$ cat src/uce_pkg.sv
// Purpose: Shared constants and types for the USB4 cable discovery and entry link.
// Assumes: One 250 MHz clock; message framing is done by the PD protocol layer outside.
// Notes: Field positions inside the data words are fixed here once for both ends.
package uce_pkg;
    // ==========================================================
    // Clock and timing
    // ==========================================================
    localparam int unsigned CLK_PERIOD_PS = 4000;
    // Sender response wait, longest time, rounded down
    localparam int unsigned RSP_TIMEOUT_NS = 27000;
    localparam int unsigned RSP_TIMEOUT_CYC = (RSP_TIMEOUT_NS * 1000) / CLK_PERIOD_PS;
    // Upstream port entry waits, plain defaults
    localparam int unsigned USB4_WAIT_NS = 1000000;
    localparam int unsigned USB4_WAIT_CYC = (USB4_WAIT_NS * 1000) / CLK_PERIOD_PS;
    localparam int unsigned AME_WAIT_NS = 1000000;
    localparam int unsigned AME_WAIT_CYC = (AME_WAIT_NS * 1000) / CLK_PERIOD_PS;
    localparam int unsigned RSP_LAT_CYC = 8;

    // ==========================================================
    // Field layout of data words
    // ==========================================================
    localparam int unsigned SIG_LSB = 0;
    localparam int unsigned ID_ACTIVE_BIT = 31;
    localparam int unsigned ID_SOPPP_BIT = 30;
    localparam int unsigned PTN_USB4_BIT = 24;
    localparam int unsigned MODE_SPEED_LSB = 16;
    localparam int unsigned MODE_ROUNDED_LSB = 19;
    localparam int unsigned EUDO_MODE_LSB = 28;
    localparam int unsigned EUDO_SPEED_LSB = 21;
    localparam int unsigned EUDO_TYPE_LSB = 19;
    localparam logic [2:0] SIG_GEN1 = 3'h1;
    localparam logic [2:0] SIG_GEN2 = 3'h2;
    localparam logic [2:0] SIG_GEN3 = 3'h3;
    localparam logic [2:0] SPEED_GEN3 = 3'h3;
    localparam logic [2:0] EUSB_MODE_USB4 = 3'h2;
    // Arbitrary value standing in for the legacy vendor identifier
    localparam logic [15:0] LEGACY_SVID = 16'hA5C3;

    // ==========================================================
    // Message encodings
    // ==========================================================
    typedef enum logic [2:0] {
        CMD_DISC_ID,
        CMD_DISC_SVID,
        CMD_DISC_MODES,
        CMD_ENTER_MODE,
        CMD_ENTER_USB,
        CMD_DATA_RESET
    } uce_cmd_t;

    typedef enum logic [1:0] {
        TGT_SOP,
        TGT_SOP_P,
        TGT_SOP_PP
    } uce_tgt_t;

    typedef enum logic [1:0] {
        RES_NONE,
        RES_USB2,
        RES_USB3,
        RES_USB4
    } uce_res_t;
endpackage

$ cat src/uce_msg_if.sv
// Purpose: Message channel between the downstream port and its cable and port partner.
// Assumes: Both ends share CLK_IN; a request is a one-cycle strobe, an answer likewise.
// Notes: No answer at all means the addressed responder is absent.
`timescale 1ns/1ps
interface uce_msg_if;
    import uce_pkg::*;
    logic req_valid;
    uce_tgt_t req_tgt;
    uce_cmd_t req_cmd;
    logic [31:0] req_data;
    logic rsp_valid;
    logic rsp_ack;
    logic [31:0] rsp_data;

    modport dfp (
        output req_valid, req_tgt, req_cmd, req_data,
        input rsp_valid, rsp_ack, rsp_data
    );
    modport ufp (
        input req_valid, req_tgt, req_cmd, req_data,
        output rsp_valid, rsp_ack, rsp_data
    );
endinterface

$ cat src/uce_dfp_seq.sv
// Purpose: Downstream port sequencer for USB4 cable discovery, entry and data reset exit.
// Assumes: CONTRACT_IN and the request inputs come from logic on CLK_IN.
// Notes: One request outstanding at a time; each waits for an answer or the response timer.
`timescale 1ns/1ps
module uce_dfp_seq import uce_pkg::*; #(
    parameter int unsigned RSP_TIMEOUT = RSP_TIMEOUT_CYC
) (
    input wire logic CLK_IN, // 250 MHz clock
    input wire logic SYS_RST_IN, // Synchronous reset, high
    input wire logic CONTRACT_IN, // Explicit contract in place
    input wire logic GEN3_CAP_IN, // Port supports Gen3
    input wire logic ROUNDED_EN_IN, // Accept rounded-rate active cables
    input wire logic DATA_RESET_REQ_IN, // Pulse: request data reset
    uce_msg_if.dfp MSG_IF, // Message channel
    output logic USB4_ACTIVE_OUT, // USB4 entered
    output logic USB4_GEN3_OUT, // Gen3 permitted
    output logic FALLBACK_USB2_OUT, // Legacy USB 2.0 flow
    output logic FALLBACK_USB3_OUT, // Legacy USB 3.2 and 2.0 flow
    output logic BUSY_OUT // Discovery or reset running
);
    // ==========================================================
    // State
    typedef enum logic [3:0] {
        S_IDLE,
        S_CBL_ID,
        S_SVID,
        S_MODES,
        S_ENTER_MODE,
        S_PTN_ID,
        S_EUSB_P,
        S_EUSB_PP,
        S_EUSB_SOP,
        S_ACTIVE,
        S_DRST,
        S_DONE
    } uce_dfp_st_t;
    typedef struct packed {
        uce_dfp_st_t st;
        logic pend;
        logic req;
        uce_cmd_t cmd;
        uce_tgt_t tgt;
        logic [31:0] data;
        logic [31:0] tmr;
        logic active;
        logic pp;
        logic gen3;
        uce_res_t res;
    } uce_dfp_state_t;
    localparam uce_dfp_state_t RST_VAL = '{st: S_IDLE, pend: 1'b0, req: 1'b0, cmd: CMD_DISC_ID,
        tgt: TGT_SOP, data: 32'h0000_0000, tmr: 32'h0000_0000, active: 1'b0, pp: 1'b0,
        gen3: 1'b0, res: RES_NONE};
    uce_dfp_state_t q;
    uce_dfp_state_t d;
    logic ok;
    logic done;
    logic [2:0] sig;
    logic [2:0] speed;
    logic [1:0] rounded;
    // ==========================================================
    // Helpers
    function automatic uce_dfp_state_t issue(uce_dfp_state_t x, uce_dfp_st_t s, uce_cmd_t c,
                                             uce_tgt_t t, logic [31:0] w);
        x.st = s;
        x.pend = 1'b1;
        x.req = 1'b1;
        x.cmd = c;
        x.tgt = t;
        x.data = w;
        x.tmr = 32'(RSP_TIMEOUT - 1);
        return x;
    endfunction
    function automatic uce_dfp_state_t finish(uce_dfp_state_t x, uce_res_t r);
        x.st = S_DONE;
        x.pend = 1'b0;
        x.res = r;
        return x;
    endfunction
    // Enter_USB object: USB4 mode plus cable capabilities
    function automatic logic [31:0] eudo(logic g3, logic act);
        logic [31:0] w = 32'h0000_0000;
        w[EUDO_MODE_LSB +: 3] = EUSB_MODE_USB4;
        w[EUDO_SPEED_LSB +: 3] = g3 ? SIG_GEN3 : SIG_GEN2;
        w[EUDO_TYPE_LSB +: 2] = {1'b0, act};
        return w;
    endfunction

    function automatic logic has_legacy(logic [31:0] w);
        return (w[15:0] == LEGACY_SVID) || (w[31:16] == LEGACY_SVID);
    endfunction
    // ==========================================================
    // Next state
    always_comb begin
        d = q;
        d.req = 1'b0;
        ok = MSG_IF.rsp_valid & MSG_IF.rsp_ack;
        // A nak or an expired timer both mean no usable answer
        done = q.pend & (MSG_IF.rsp_valid | (q.tmr == 32'h0000_0000));
        sig = MSG_IF.rsp_data[SIG_LSB +: 3];
        speed = MSG_IF.rsp_data[MODE_SPEED_LSB +: 3];
        rounded = MSG_IF.rsp_data[MODE_ROUNDED_LSB +: 2];
        if (q.pend && !done) begin
            d.tmr = q.tmr - 32'h0000_0001;
        end
        // Answered branches below issue, which sets pend, or finish, which clears it; S_DRST reloads RST_VAL
        case (q.st)
            S_IDLE: begin
                if (CONTRACT_IN) begin
                    d = issue(q, S_CBL_ID, CMD_DISC_ID, TGT_SOP_P, 32'h0000_0000);
                end
            end
            S_CBL_ID: begin
                if (done) begin
                    if (!ok) begin
                        d = finish(d, RES_USB2);
                    end else begin
                        d.active = MSG_IF.rsp_data[ID_ACTIVE_BIT];
                        d.pp = MSG_IF.rsp_data[ID_SOPPP_BIT];
                        if (MSG_IF.rsp_data[ID_ACTIVE_BIT]) begin
                            if (sig >= SIG_GEN2) begin
                                d.gen3 = (sig == SIG_GEN3);
                                d = issue(d, S_PTN_ID, CMD_DISC_ID, TGT_SOP, 32'h0000_0000);
                            end else if (ROUNDED_EN_IN) begin
                                d = issue(d, S_SVID, CMD_DISC_SVID, TGT_SOP_P, 32'h0000_0000);
                            end else begin
                                d = finish(d, RES_USB3);
                            end
                        end else if (sig == SIG_GEN3) begin
                            d.gen3 = 1'b1;
                            d = issue(d, S_PTN_ID, CMD_DISC_ID, TGT_SOP, 32'h0000_0000);
                        end else if (sig == SIG_GEN2 && GEN3_CAP_IN) begin
                            d = issue(d, S_SVID, CMD_DISC_SVID, TGT_SOP_P, 32'h0000_0000);
                        end else if (sig == SIG_GEN2 || sig == SIG_GEN1) begin
                            d.gen3 = 1'b0;
                            d = issue(d, S_PTN_ID, CMD_DISC_ID, TGT_SOP, 32'h0000_0000);
                        end else begin
                            d = finish(d, RES_USB3);
                        end
                    end
                end
            end
            S_SVID: begin
                if (done) begin
                    if (ok && has_legacy(MSG_IF.rsp_data)) begin
                        d = issue(d, S_MODES, CMD_DISC_MODES, TGT_SOP_P, {16'h0000, LEGACY_SVID});
                    end else if (!q.active) begin
                        // Not a legacy cable, still a Gen2 passive one
                        d.gen3 = 1'b0;
                        d = issue(d, S_PTN_ID, CMD_DISC_ID, TGT_SOP, 32'h0000_0000);
                    end else begin
                        d = finish(d, RES_USB3);
                    end
                end
            end
            S_MODES: begin
                if (done) begin
                    d.gen3 = ok && (speed == SPEED_GEN3);
                    if (!q.active) begin
                        d = issue(d, S_PTN_ID, CMD_DISC_ID, TGT_SOP, 32'h0000_0000);
                    end else if (ok && rounded != 2'h0) begin
                        d = issue(d, S_ENTER_MODE, CMD_ENTER_MODE, TGT_SOP_P, {16'h0000, LEGACY_SVID});
                    end else begin
                        d = finish(d, RES_USB3);
                    end
                end
            end
            S_ENTER_MODE: begin
                if (done) begin
                    if (ok) begin
                        d = issue(d, S_PTN_ID, CMD_DISC_ID, TGT_SOP, 32'h0000_0000);
                    end else begin
                        d = finish(d, RES_USB3);
                    end
                end
            end
            S_PTN_ID: begin
                if (done) begin
                    if (ok && MSG_IF.rsp_data[PTN_USB4_BIT]) begin
                        d = issue(d, S_EUSB_P, CMD_ENTER_USB, TGT_SOP_P, eudo(q.gen3, q.active));
                    end else begin
                        d = finish(d, RES_USB3);
                    end
                end
            end
            S_EUSB_P: begin
                if (done) begin
                    if (!ok) begin
                        d = finish(d, RES_USB3);
                    end else if (q.pp) begin
                        d = issue(d, S_EUSB_PP, CMD_ENTER_USB, TGT_SOP_PP, eudo(q.gen3, q.active));
                    end else begin
                        d = issue(d, S_EUSB_SOP, CMD_ENTER_USB, TGT_SOP, eudo(q.gen3, q.active));
                    end
                end
            end
            S_EUSB_PP: begin
                if (done) begin
                    if (ok) begin
                        d = issue(d, S_EUSB_SOP, CMD_ENTER_USB, TGT_SOP, eudo(q.gen3, q.active));
                    end else begin
                        d = finish(d, RES_USB3);
                    end
                end
            end
            S_EUSB_SOP: begin
                if (done) begin
                    d = finish(d, ok ? RES_USB4 : RES_USB3);
                    d.st = ok ? S_ACTIVE : S_DONE;
                end
            end
            S_ACTIVE, S_DONE: begin
                // Contract renegotiation does not disturb this state
                if (DATA_RESET_REQ_IN) begin
                    d = issue(q, S_DRST, CMD_DATA_RESET, TGT_SOP, 32'h0000_0000);
                    d.res = RES_NONE;
                end
            end
            S_DRST: begin
                // Answered or not, rediscover from scratch; contract untouched
                if (done) begin
                    d = RST_VAL;
                end
            end
            default: begin
                d = RST_VAL;
            end
        endcase
        // Losing the contract abandons everything
        if (!CONTRACT_IN) begin
            d = RST_VAL;
        end
    end
    always_ff @(posedge CLK_IN) begin
        if (SYS_RST_IN) begin
            q <= RST_VAL;
        end else begin
            q <= d;
        end
    end
    // ==========================================================
    // Outputs
    assign MSG_IF.req_valid = q.req;
    assign MSG_IF.req_tgt = q.tgt;
    assign MSG_IF.req_cmd = q.cmd;
    assign MSG_IF.req_data = q.data;
    assign USB4_ACTIVE_OUT = (q.res == RES_USB4);
    assign USB4_GEN3_OUT = (q.res == RES_USB4) & q.gen3;
    assign FALLBACK_USB2_OUT = (q.res == RES_USB2);
    assign FALLBACK_USB3_OUT = (q.res == RES_USB3);
    assign BUSY_OUT = q.pend;
endmodule

$ cat src/flat_wrapper.sv
// flat-port wrapper written by rule: the top's interface ports become plain ports
module uce_dfp_seq_flat import uce_pkg::*;
#(
    parameter int unsigned RSP_TIMEOUT = RSP_TIMEOUT_CYC
)
  (CLK_IN, SYS_RST_IN, CONTRACT_IN, GEN3_CAP_IN, ROUNDED_EN_IN, DATA_RESET_REQ_IN, USB4_ACTIVE_OUT, USB4_GEN3_OUT, FALLBACK_USB2_OUT, FALLBACK_USB3_OUT, BUSY_OUT, MSG_IF_req_valid, MSG_IF_req_tgt, MSG_IF_req_cmd, MSG_IF_req_data, MSG_IF_rsp_valid, MSG_IF_rsp_ack, MSG_IF_rsp_data);
  uce_msg_if MSG_IF_i ();
  input wire logic CLK_IN;
  input wire logic SYS_RST_IN;
  input wire logic CONTRACT_IN;
  input wire logic GEN3_CAP_IN;
  input wire logic ROUNDED_EN_IN;
  input wire logic DATA_RESET_REQ_IN;
  output logic USB4_ACTIVE_OUT;
  output logic USB4_GEN3_OUT;
  output logic FALLBACK_USB2_OUT;
  output logic FALLBACK_USB3_OUT;
  output logic BUSY_OUT;
  output wire logic [$bits(MSG_IF_i.req_valid)-1:0] MSG_IF_req_valid;
  output wire logic [$bits(MSG_IF_i.req_tgt)-1:0] MSG_IF_req_tgt;
  output wire logic [$bits(MSG_IF_i.req_cmd)-1:0] MSG_IF_req_cmd;
  output wire logic [$bits(MSG_IF_i.req_data)-1:0] MSG_IF_req_data;
  input wire logic [$bits(MSG_IF_i.rsp_valid)-1:0] MSG_IF_rsp_valid;
  input wire logic [$bits(MSG_IF_i.rsp_ack)-1:0] MSG_IF_rsp_ack;
  input wire logic [$bits(MSG_IF_i.rsp_data)-1:0] MSG_IF_rsp_data;
  assign MSG_IF_req_valid = MSG_IF_i.req_valid;
  assign MSG_IF_req_tgt = MSG_IF_i.req_tgt;
  assign MSG_IF_req_cmd = MSG_IF_i.req_cmd;
  assign MSG_IF_req_data = MSG_IF_i.req_data;
  assign MSG_IF_i.rsp_valid = MSG_IF_rsp_valid;
  assign MSG_IF_i.rsp_ack = MSG_IF_rsp_ack;
  assign MSG_IF_i.rsp_data = MSG_IF_rsp_data;
  uce_dfp_seq #(.RSP_TIMEOUT(RSP_TIMEOUT)) u_core (.CLK_IN(CLK_IN), .SYS_RST_IN(SYS_RST_IN), .CONTRACT_IN(CONTRACT_IN), .GEN3_CAP_IN(GEN3_CAP_IN), .ROUNDED_EN_IN(ROUNDED_EN_IN), .DATA_RESET_REQ_IN(DATA_RESET_REQ_IN), .MSG_IF(MSG_IF_i), .USB4_ACTIVE_OUT(USB4_ACTIVE_OUT), .USB4_GEN3_OUT(USB4_GEN3_OUT), .FALLBACK_USB2_OUT(FALLBACK_USB2_OUT), .FALLBACK_USB3_OUT(FALLBACK_USB3_OUT), .BUSY_OUT(BUSY_OUT));
endmodule
$ cat config.mk
export PLATFORM = sky130hd
export DESIGN_NAME = uce_dfp_seq_flat
export DESIGN_NICKNAME = d
export VERILOG_FILES = /design/src/uce_pkg.sv /design/src/uce_msg_if.sv /design/src/uce_dfp_seq.sv /design/src/flat_wrapper.sv
export SDC_FILE = /design/constraint.sdc
export NUM_CORES = 1
export LEC_CHECK = 0
export BUFFER_PORTS_ARGS = -buffer_cell sky130_fd_sc_hd__buf_2
export CORE_MARGIN = 4
export CORE_UTILIZATION = 36
export CTS_BUF_LIST = sky130_fd_sc_hd__clkbuf_4
export DETAILED_ROUTE_END_ITERATION = 12
export PLACE_DENSITY = 0.64
export SLEW_MARGIN = 20
export SYNTH_ARGS = -nofsm -noshare
export SYNTH_HDL_FRONTEND = slang
export SYNTH_SLANG_ARGS = --single-unit
$ cat constraint.sdc
create_clock -name CLK_IN -period 2.5 [get_ports CLK_IN]
set_input_delay 0.5 -clock CLK_IN [delete_from_list [all_inputs] [get_ports CLK_IN]]
set_output_delay 0.5 -clock CLK_IN [all_outputs]
set_load 0.02 [all_outputs]
Word level (Yosys, flattened, before mapping) --
Cells that the tools add are included.
Storage, ports and cells: register bits 80, input port bits 40, output and inout bits 43
Operators by class: $add $sub $neg 1, $lt $le $gt $ge 1, equal/unequal tests 56, multiplexer cells 31, bitwise gates (word level) 14, reduce and logical (&&, ||, !) cells 20
Operators with widths (number):
- 80-bit two-way mux | 25
- 80-bit one-hot mux with 11 select lines | 1
- 78-bit two-way mux | 1
- 16-bit == test (second input constant) | 2
- 32-bit zero test | 1
- 32-bit two-way mux | 1
- 2-bit by 1-bit inequality test with 1-bit output (second input constant) | 16
- 32-bit by 1-bit subtractor with 32-bit output (second input constant) | 1
- 13-bit AND reduction | 2
- 24-bit AND reduction | 1
- 4-bit inequality test (second input constant) | 5
- 19-bit AND reduction | 1
- 17-bit AND reduction | 1
- 4-bit by 3-bit == test with 1-bit output (second input constant) | 4
- 4-bit == test (second input constant) | 4
- 2-bit inequality test (second input constant) | 8
- 1-bit inverter | 10
- 10-bit AND reduction | 1
- 3-bit by 2-bit == test with 1-bit output (second input constant) | 3
- 4-bit by 2-bit == test with 1-bit output (second input constant) | 2
- 4-bit by 3-bit inequality test with 1-bit output (second input constant) | 2
- 1-bit logical AND | 6
- 3-bit inequality test (second input constant) | 2
- 5-bit by 2-bit inequality test with 1-bit output (second input constant) | 1
- 16 further kinds | 22

Depth between registers and ports, before layout --
Gate-level depths: netlist of run 1.
word-level depth 13, depth in mapped cells 11

Least setup slack after synthesis of run 1 --
OpenSTA, ideal clock, no wires.
path type input to register, from input MSG_IF_rsp_data[31], to register u_core.q[1] (netlist bit), setup time 0.075 ns, arrival 2.443 ns, required time 2.425 ns, path slack -0.018 ns, stages 8, cell sequence clkbuf_1 > or4b_1 > o311ai_0 > nor2_1 > or3b_1 > nor4_2 > nand2_1 > o22ai_1
Between the ends: longest elaborated chain between the ends 5
Ends and longest elaborated chain:
- start: declaration | RTL line flat_wrapper.sv:25 | input wire logic [$bits(MSG_IF_i.rsp_data)-1:0] MSG_IF_rsp_data;
- 16-bit == test | RTL line uce_dfp_seq.sv:89 | return (w[15:0] == LEGACY_SVID) || (w[31:16] == LEGACY_SVID);
- 1-bit logical OR | RTL line uce_dfp_seq.sv:89
- 1-bit logical AND | RTL line uce_dfp_seq.sv:144 | if (ok && has_legacy(MSG_IF.rsp_data)) begin
- 2-bit inequality test (no line)
- 24-bit AND reduction (no line)
- end signal: assignment | RTL line uce_dfp_seq.sv:235 | q <= RST_VAL;
- end signal: assignment | RTL line uce_dfp_seq.sv:237 | q <= d;
- end: declaration | RTL line uce_dfp_seq.sv:53 | uce_dfp_state_t q;
Several ways; a longest one is shown, not always the timed one. The select of a mux whose other input is x is not followed. A chain may end at the register's enable or synchronous reset.

Worst setup path after layout of run 1 --
from register u_core.q[29] (netlist bit), to register u_core.q[29] (netlist bit)
Between the ends: longest elaborated chain between the ends 13
Ends and longest elaborated chain:
- branches (longest 12 deep; another with 32-bit by 1-bit subtractor with 32-bit output)
- 80-bit one-hot mux with 11 select lines (*) | RTL line uce_dfp_seq.sv:106 | case (q.st)
Mark *: on every way between the ends. The select of a mux whose other input is x is not followed.

==> impl_metrics.csv, run 1 <==
group,metric,value,unit
status,status,"finished, violations left",
status,violations,"setup timing",
floorplanning,num_io_pins,83,
logic_synthesis,ys.warnings.count,0,
place,hpwl,9330,um
route,routedWlPerCell,16.6,um
run,maxCapViolCount,0,
global_routing,grt_overflow,0,
logic_synthesis,yosysUniqueCellTypes,74,
worst_setup_path,r2r_setup_slack,-70,ps
floorplanning,start_util,0.376,
clock_network,path_clk_slew,160,ps
layout,fin_area,0.00462,sq mm
floorplanning,dieWidth,110,um
floorplanning,core_area,0.00995,sq mm
timing,rsz0062_at_grt,"yes",
timing,finalMaxSlewViolations,0,
layout,fin_util,0.464,
clock_network,cts-root-buf,"clkbuf_4",
logic_synthesis,synth_area,0.00374,sq mm
logic_synthesis,ys_seq_area_frac,0.273,
clock_network,cts_tree,"built",
logic_synthesis,ys_ff_latch,51,
worst_setup_path,endpoint_kind,"flop",
floorplanning,chipHeight,110,um
global_routing,grt_pass1_vias,3883,
logic_synthesis,synth_top_cell_area_share,0.273,
timing,fin_crit_sh,1.03,
worst_hold_path,hp-class,"primary input to flop",
worst_setup_path,start_kind,"flop",
route,ant_nets,0,
layout,nets,636,
timing,skew,24.1,ps
global_routing,grt_pass1_wl,19300,um
route,drc_errors,0,
route,wl_met2,5850,um
clock_network,clk_path_buf_depth,2,
pwr,power_density,430,mW/mm^2
logic_synthesis,syn_avg_cell_area,7.40,sq um
layout,drive_gt1_frac,0.287,
logic_synthesis,syn_inst,506,
clock_network,numCtsBuffers,5,
timing,finalSetupViolCount,27,
timing,hold_viol,0,
floorplanning,die_area,0.0121,sq mm
clock_network,clkSinkCount,51,
route,dr.max_layer_used,"met4",
floorplanning,rows,36,
logic_synthesis,synthTopCellsByArea,"dfxtp_1 27%, buf_4 7.4%, nor2_1 6.0%",
pwr,total_power,1.98,mW
global_routing,antenna_found_initial,1,
logic_synthesis,netlist.top_cell.by_area,"dfxtp_1",
timing,max_freq,0.389,GHz
pwr,peakVddDrop,0.219,mV
pwr,p_leak,1.88,nW
global_routing,grt_max_degree,26,
logic_synthesis,synthArstFlopShare,0,
worst_setup_path,critPathMaxFanout,6,
route,drt_iter0_markers,431,
timing,fin_ws,-67.9,ps
route,via_per_inst,5.57,
worst_setup_path,crit_required,2790,ps
route,dr.pass1.iters,5,
route,wl,12100,um
place,post-place-ws,-156,ps
timing,worstMarginPinSlew,980,ps
worst_setup_path,cp.arrival,2860,ps
timing,relSlewSlack,0.337,
layout,area_growth,23.3,%
place,dpl_cell_area,0.00438,sq mm
place,gp_congestion,0.963,
logic_synthesis,synth-edff-count,0,
timing,setup-tns-final,-1100,ps
route,wl_met1,5050,um
logic_synthesis,synthFlopType,"dfxtp_1",
clock_network,htree_num_levels,2,
layout,fillCellCount,1007,
global_routing,grtUsageTotal,0.202,
clock_network,clock_latency,400,ps
layout,multi_input_area,0.00243,sq mm
layout,ff_latch_area,0.00103,sq mm
worst_setup_path,critPathKind,"flop to flop",
route,route.met3.wl,807,um
place,port_buffers,62,
route,num_vias,4069,
timing,fin_crit,2570,ps
cell usage after synthesis, types with 4 or more instances:
library cell,instances
nor2_1,60
dfxtp_1,51
nand2_1,47
buf_4,37
a21oi_1,33
o21ai_0,26
nor3_1,24
clkbuf_1,21
xnor2_1,19
nand3_1,14
nand2b_1,13
nor2b_1,11
o22ai_1,11
nor4_1,9
or3_1,9
xor2_1,8
inv_1,7
nand3b_1,6
or4_1,5
a31oi_1,4
and3_1,4
buf_1,4
nand4_1,4
nand4bb_1,4
routing by layer:
layer	vias up	track usage
met4	0	0.0846
met5	-	0
met3	36	0.0349
met1	1910	0.250
li1	1941	-
met2	182	0.344
kinds of logic (layout without fill, tap and decap cells):
family,Yosys count,after routing,share of synthesized area
AND/OR/NAND/NOR,235,235,0.342
AO/OA/AOI/OAI,114,114,0.194
buffers and inverters,76,147,0.121
flip-flops,51,51,0.273
XOR/XNOR,27,27,0.0631
adder cells (fa/ha/maj),1,1,0.00334
other,1,21,0.00100
multiplexers,1,1,0.00301
layout make-up:
class                           instances  share of cell area
Antenna cell                            1            0.000542
Clock inverter                          3              0.0103
Tap cell                              133              0.0361
Inverter                                7             0.00569
Timing Repair Buffer                  132               0.191
Clock buffer                            5             0.00813
Multi-Input combinational cell        398               0.526
Sequential cell                        51               0.222
path summary, 6_finish.rpt:
kind,from,to,cells past startpoint
max,u_core.q[29],u_core.q[29],8
min,MSG_IF_rsp_data[30],u_core.q[3],3
max reg2reg,u_core.q[29],u_core.q[29],8
min reg2reg,u_core.MSG_IF.req_data[21],u_core.MSG_IF.req_data[21],2
worst max-delay path: stages (launching register included):
cell and delay, ps:
dfxtp_2 350, or4_4 540, or4_4 460, nor4_4 280, o21a_2 210, o2111a_2 240, nand2b_4 180, clkbuf_16 180
nor2_1 40
registers in the layout, summed over array words and instances, names as in the netlist:
register                 flops
u_core.MSG_IF.req_tgt        2
u_core.MSG_IF.req_data       4
u_core.MSG_IF.req_valid      1
u_core.BUSY_OUT              1
u_core.MSG_IF.req_cmd        2
u_core.q                    41
where the power goes:
group          switching (mW)  internal (mW)
registers              0.0232          0.835
clock network           0.299          0.216
logic                   0.346          0.264
total                   0.668           1.32
placed cells by master, fill, tap and decap left out, types with 6 or more instances in the layout:
master / instances
buf_4: 67
buf_2: 62
nor2_1: 56
nand2_1: 47
dfxtp_1: 47
a21oi_1: 31
nor3_1: 24
o21ai_0: 24
conb_1: 20
xnor2_1: 19
nand3_1: 14
nand2b_1: 12
nor2b_1: 11
o22ai_1: 10
or3_1: 9
nor4_1: 9
xor2_1: 8
inv_1: 7
nand3b_1: 6
stage by stage:
step / instances / hold slack, ps
after detailed placement: 716 / 464
after CTS: 727 / 383
final: 730 / 389
after global placement: 716 / 446
after global routing: 730 / 411
after floorplan: 525 / 435
repair_timing:
item | 4_1_cts | 5_1_grt
gates resized for setup | 8 | 15
hold buffers | 0 | 0
endpoints found under the setup margin | 20 | 42
buffers inserted | 3 | 1
pin swaps | 0 | 3
cloned | 0 | 2
(Power assumes the default switching activity.)
==> inputs of run 2 (changes only) <==
CORE_MARGIN = 2   (was 4)
==> run 2 against run 1 <==
Against the previous run: the run still ends with setup timing left; combinational power hardly changed; fmax down 4.1%; die area decreased by 7.1%.
==> impl_metrics.csv, run 2 (synthesis gave the netlist of run 1 again) <==
group,metric,value,unit
status,status,"finished, violations left",
status,violations,"setup timing",
timing,hold-worst-slack,392,ps
run,maxCapViolCount,0,
clock_network,clkSinkCount,51,
global_routing,grt_max_degree,39,
worst_setup_path,endpoint_kind,"flop",
timing,fin_crit_sh,1.07,
worst_setup_path,critPathMaxStageDelay,530,ps
worst_setup_path,critPathKind,"flop to flop",
timing,finalSetupViolCount,48,
floorplanning,dieWidth,106,um
timing,rsz0062_at_grt,"yes",
global_routing,grtUsageTotal,0.209,
floorplanning,core_area,0.0102,sq mm
timing,hold_viol,0,
worst_hold_path,min_path_cells,3,
route,dr.pass1.iters,5,
layout,nets,644,
layout,fin_cells,740,
floorplanning,die_area,0.0112,sq mm
timing,relSlewSlack,0.632,
route,wl,12000,um
pwr,power_density,408,mW/mm^2
worst_setup_path,path_cells,"or4_4 -> or4_4 -> nor4_4 -> buf_4 -> o21a_4 -> o2111a_2 -> nand2b_4 -> clkbuf_16 -> a21oi_1",
layout,fin_util,0.453,
floorplanning,rows,37,
layout,largest_reg_flops,41,
worst_setup_path,critPathMaxFanout,12,
worst_setup_path,crit_required,2780,ps
place,port_buffers,62,
layout,layout.cells.most_common,"buf_4",
clock_network,cts_tree,"built",
layout,regMostFlops,"u_core.q",
clock_network,htree_num_levels,2,
layout,area_growth,23.9,%
clock_network,clk_path_buf_depth,2,
layout,mostFrequentLayoutCells,"74 x buf_4, 62 x buf_2, 60 x nor2_1",
clock_network,path_clk_slew,170,ps
layout,insertedDiodeCount,0,
timing,setup-tns-final,-5040,ps
worst_setup_path,cpMostUsedCell,"or4_4",
timing,fin_crit,2680,ps
route,ant_nets,0,
floorplanning,num_io_pins,83,
worst_hold_path,hp-class,"primary input to flop",
place,post-place-ws,-184,ps
route,num_vias,4043,
global_routing,grt_pass1_vias,3883,
place,dpl_cell_area,0.00448,sq mm
pwr,p_leak,1.91,nW
place,gp_congestion,0.970,
clock_network,clock_latency,370,ps
clock_network,numCtsBuffers,5,
layout,fin_area,0.00464,sq mm
floorplanning,start_util,0.366,
timing,fin_ws,-179,ps
global_routing,grt_pass1_wl,19100,um
timing,finalMaxSlewViolations,0,
route,drc_errors,0,
place,place_inst,730,
timing,skew,11.4,ps
floorplanning,chipHeight,106,um
worst_setup_path,slowest_stage,"or4_4",
pwr,total_power,1.89,mW
layout,drive_gt1_frac,0.285,
worst_setup_path,start_kind,"flop",
timing,worstMarginPinSlew,544,ps
global_routing,grt_overflow,0,
route,routedWlPerCell,16.3,um
worst_setup_path,r2r_cells,9,
worst_setup_path,cp.arrival,2960,ps
timing,max_freq,0.373,GHz
clock_network,cts-root-buf,"clkbuf_4",
place,hpwl,9230,um
route,via_per_inst,5.46,
route,drt_iter0_markers,266,
global_routing,antenna_found_initial,0,
pwr,peakVddDrop,0.190,mV
-- run 2: cell type report --
type | instances | area (sq um)
clock buffers | 5 | 37.5
fillers | 1038 | 5590
flip-flops and latches | 51 | 1020
repair buffers | 140 | 942
well taps | 136 | 170
clock inverters | 3 | 28.8
inverters | 7 | 26.3
multi-input cells | 398 | 2410
-- run 2: critical path, delay by kind of cell (launching register included) --
kind / cells / cell delay, ps
buffers and inverters: 2 / 340
and+or+nand+nor: 4 / 1500
AOI/OAI and AO/OA: 3 / 400
DFF: 1 / 360
-- run 2: routing by layer --
layer / vias up / track usage / wire length, um
met5: - / 0 / 0
met4: 0 / 0.0714 / 405
met3: 23 / 0.0270 / 660
met2: 157 / 0.371 / 5890
met1: 1907 / 0.259 / 5070
li1: 1956 / - / -
-- run 2: final timing paths --
path	start	to	slack, ps
setup / recovery	u_core.q[29]	u_core.q[28]	-180
hold / removal	MSG_IF_rsp_data[30]	u_core.q[3]	390
setup reg to reg	u_core.q[29]	u_core.q[28]	-180
hold reg to reg	u_core.MSG_IF.req_cmd[2]	u_core.MSG_IF.req_cmd[2]	470
-- run 2: report_power, final --
group | switching (mW) | leakage, nW | internal, mW
sequential | 0.0227 | 0.415 | 0.835
clock | 0.302 | 0.0373 | 0.121
combinational | 0.344 | 1.46 | 0.268
-- run 2: repair_timing --
item	in CTS	in global routing
gates cloned	0	1
gates resized for setup	10	6
buffers inserted	0	1
setup endpoints to repair	41	51
hold buffers	0	0
pin swaps	4	4
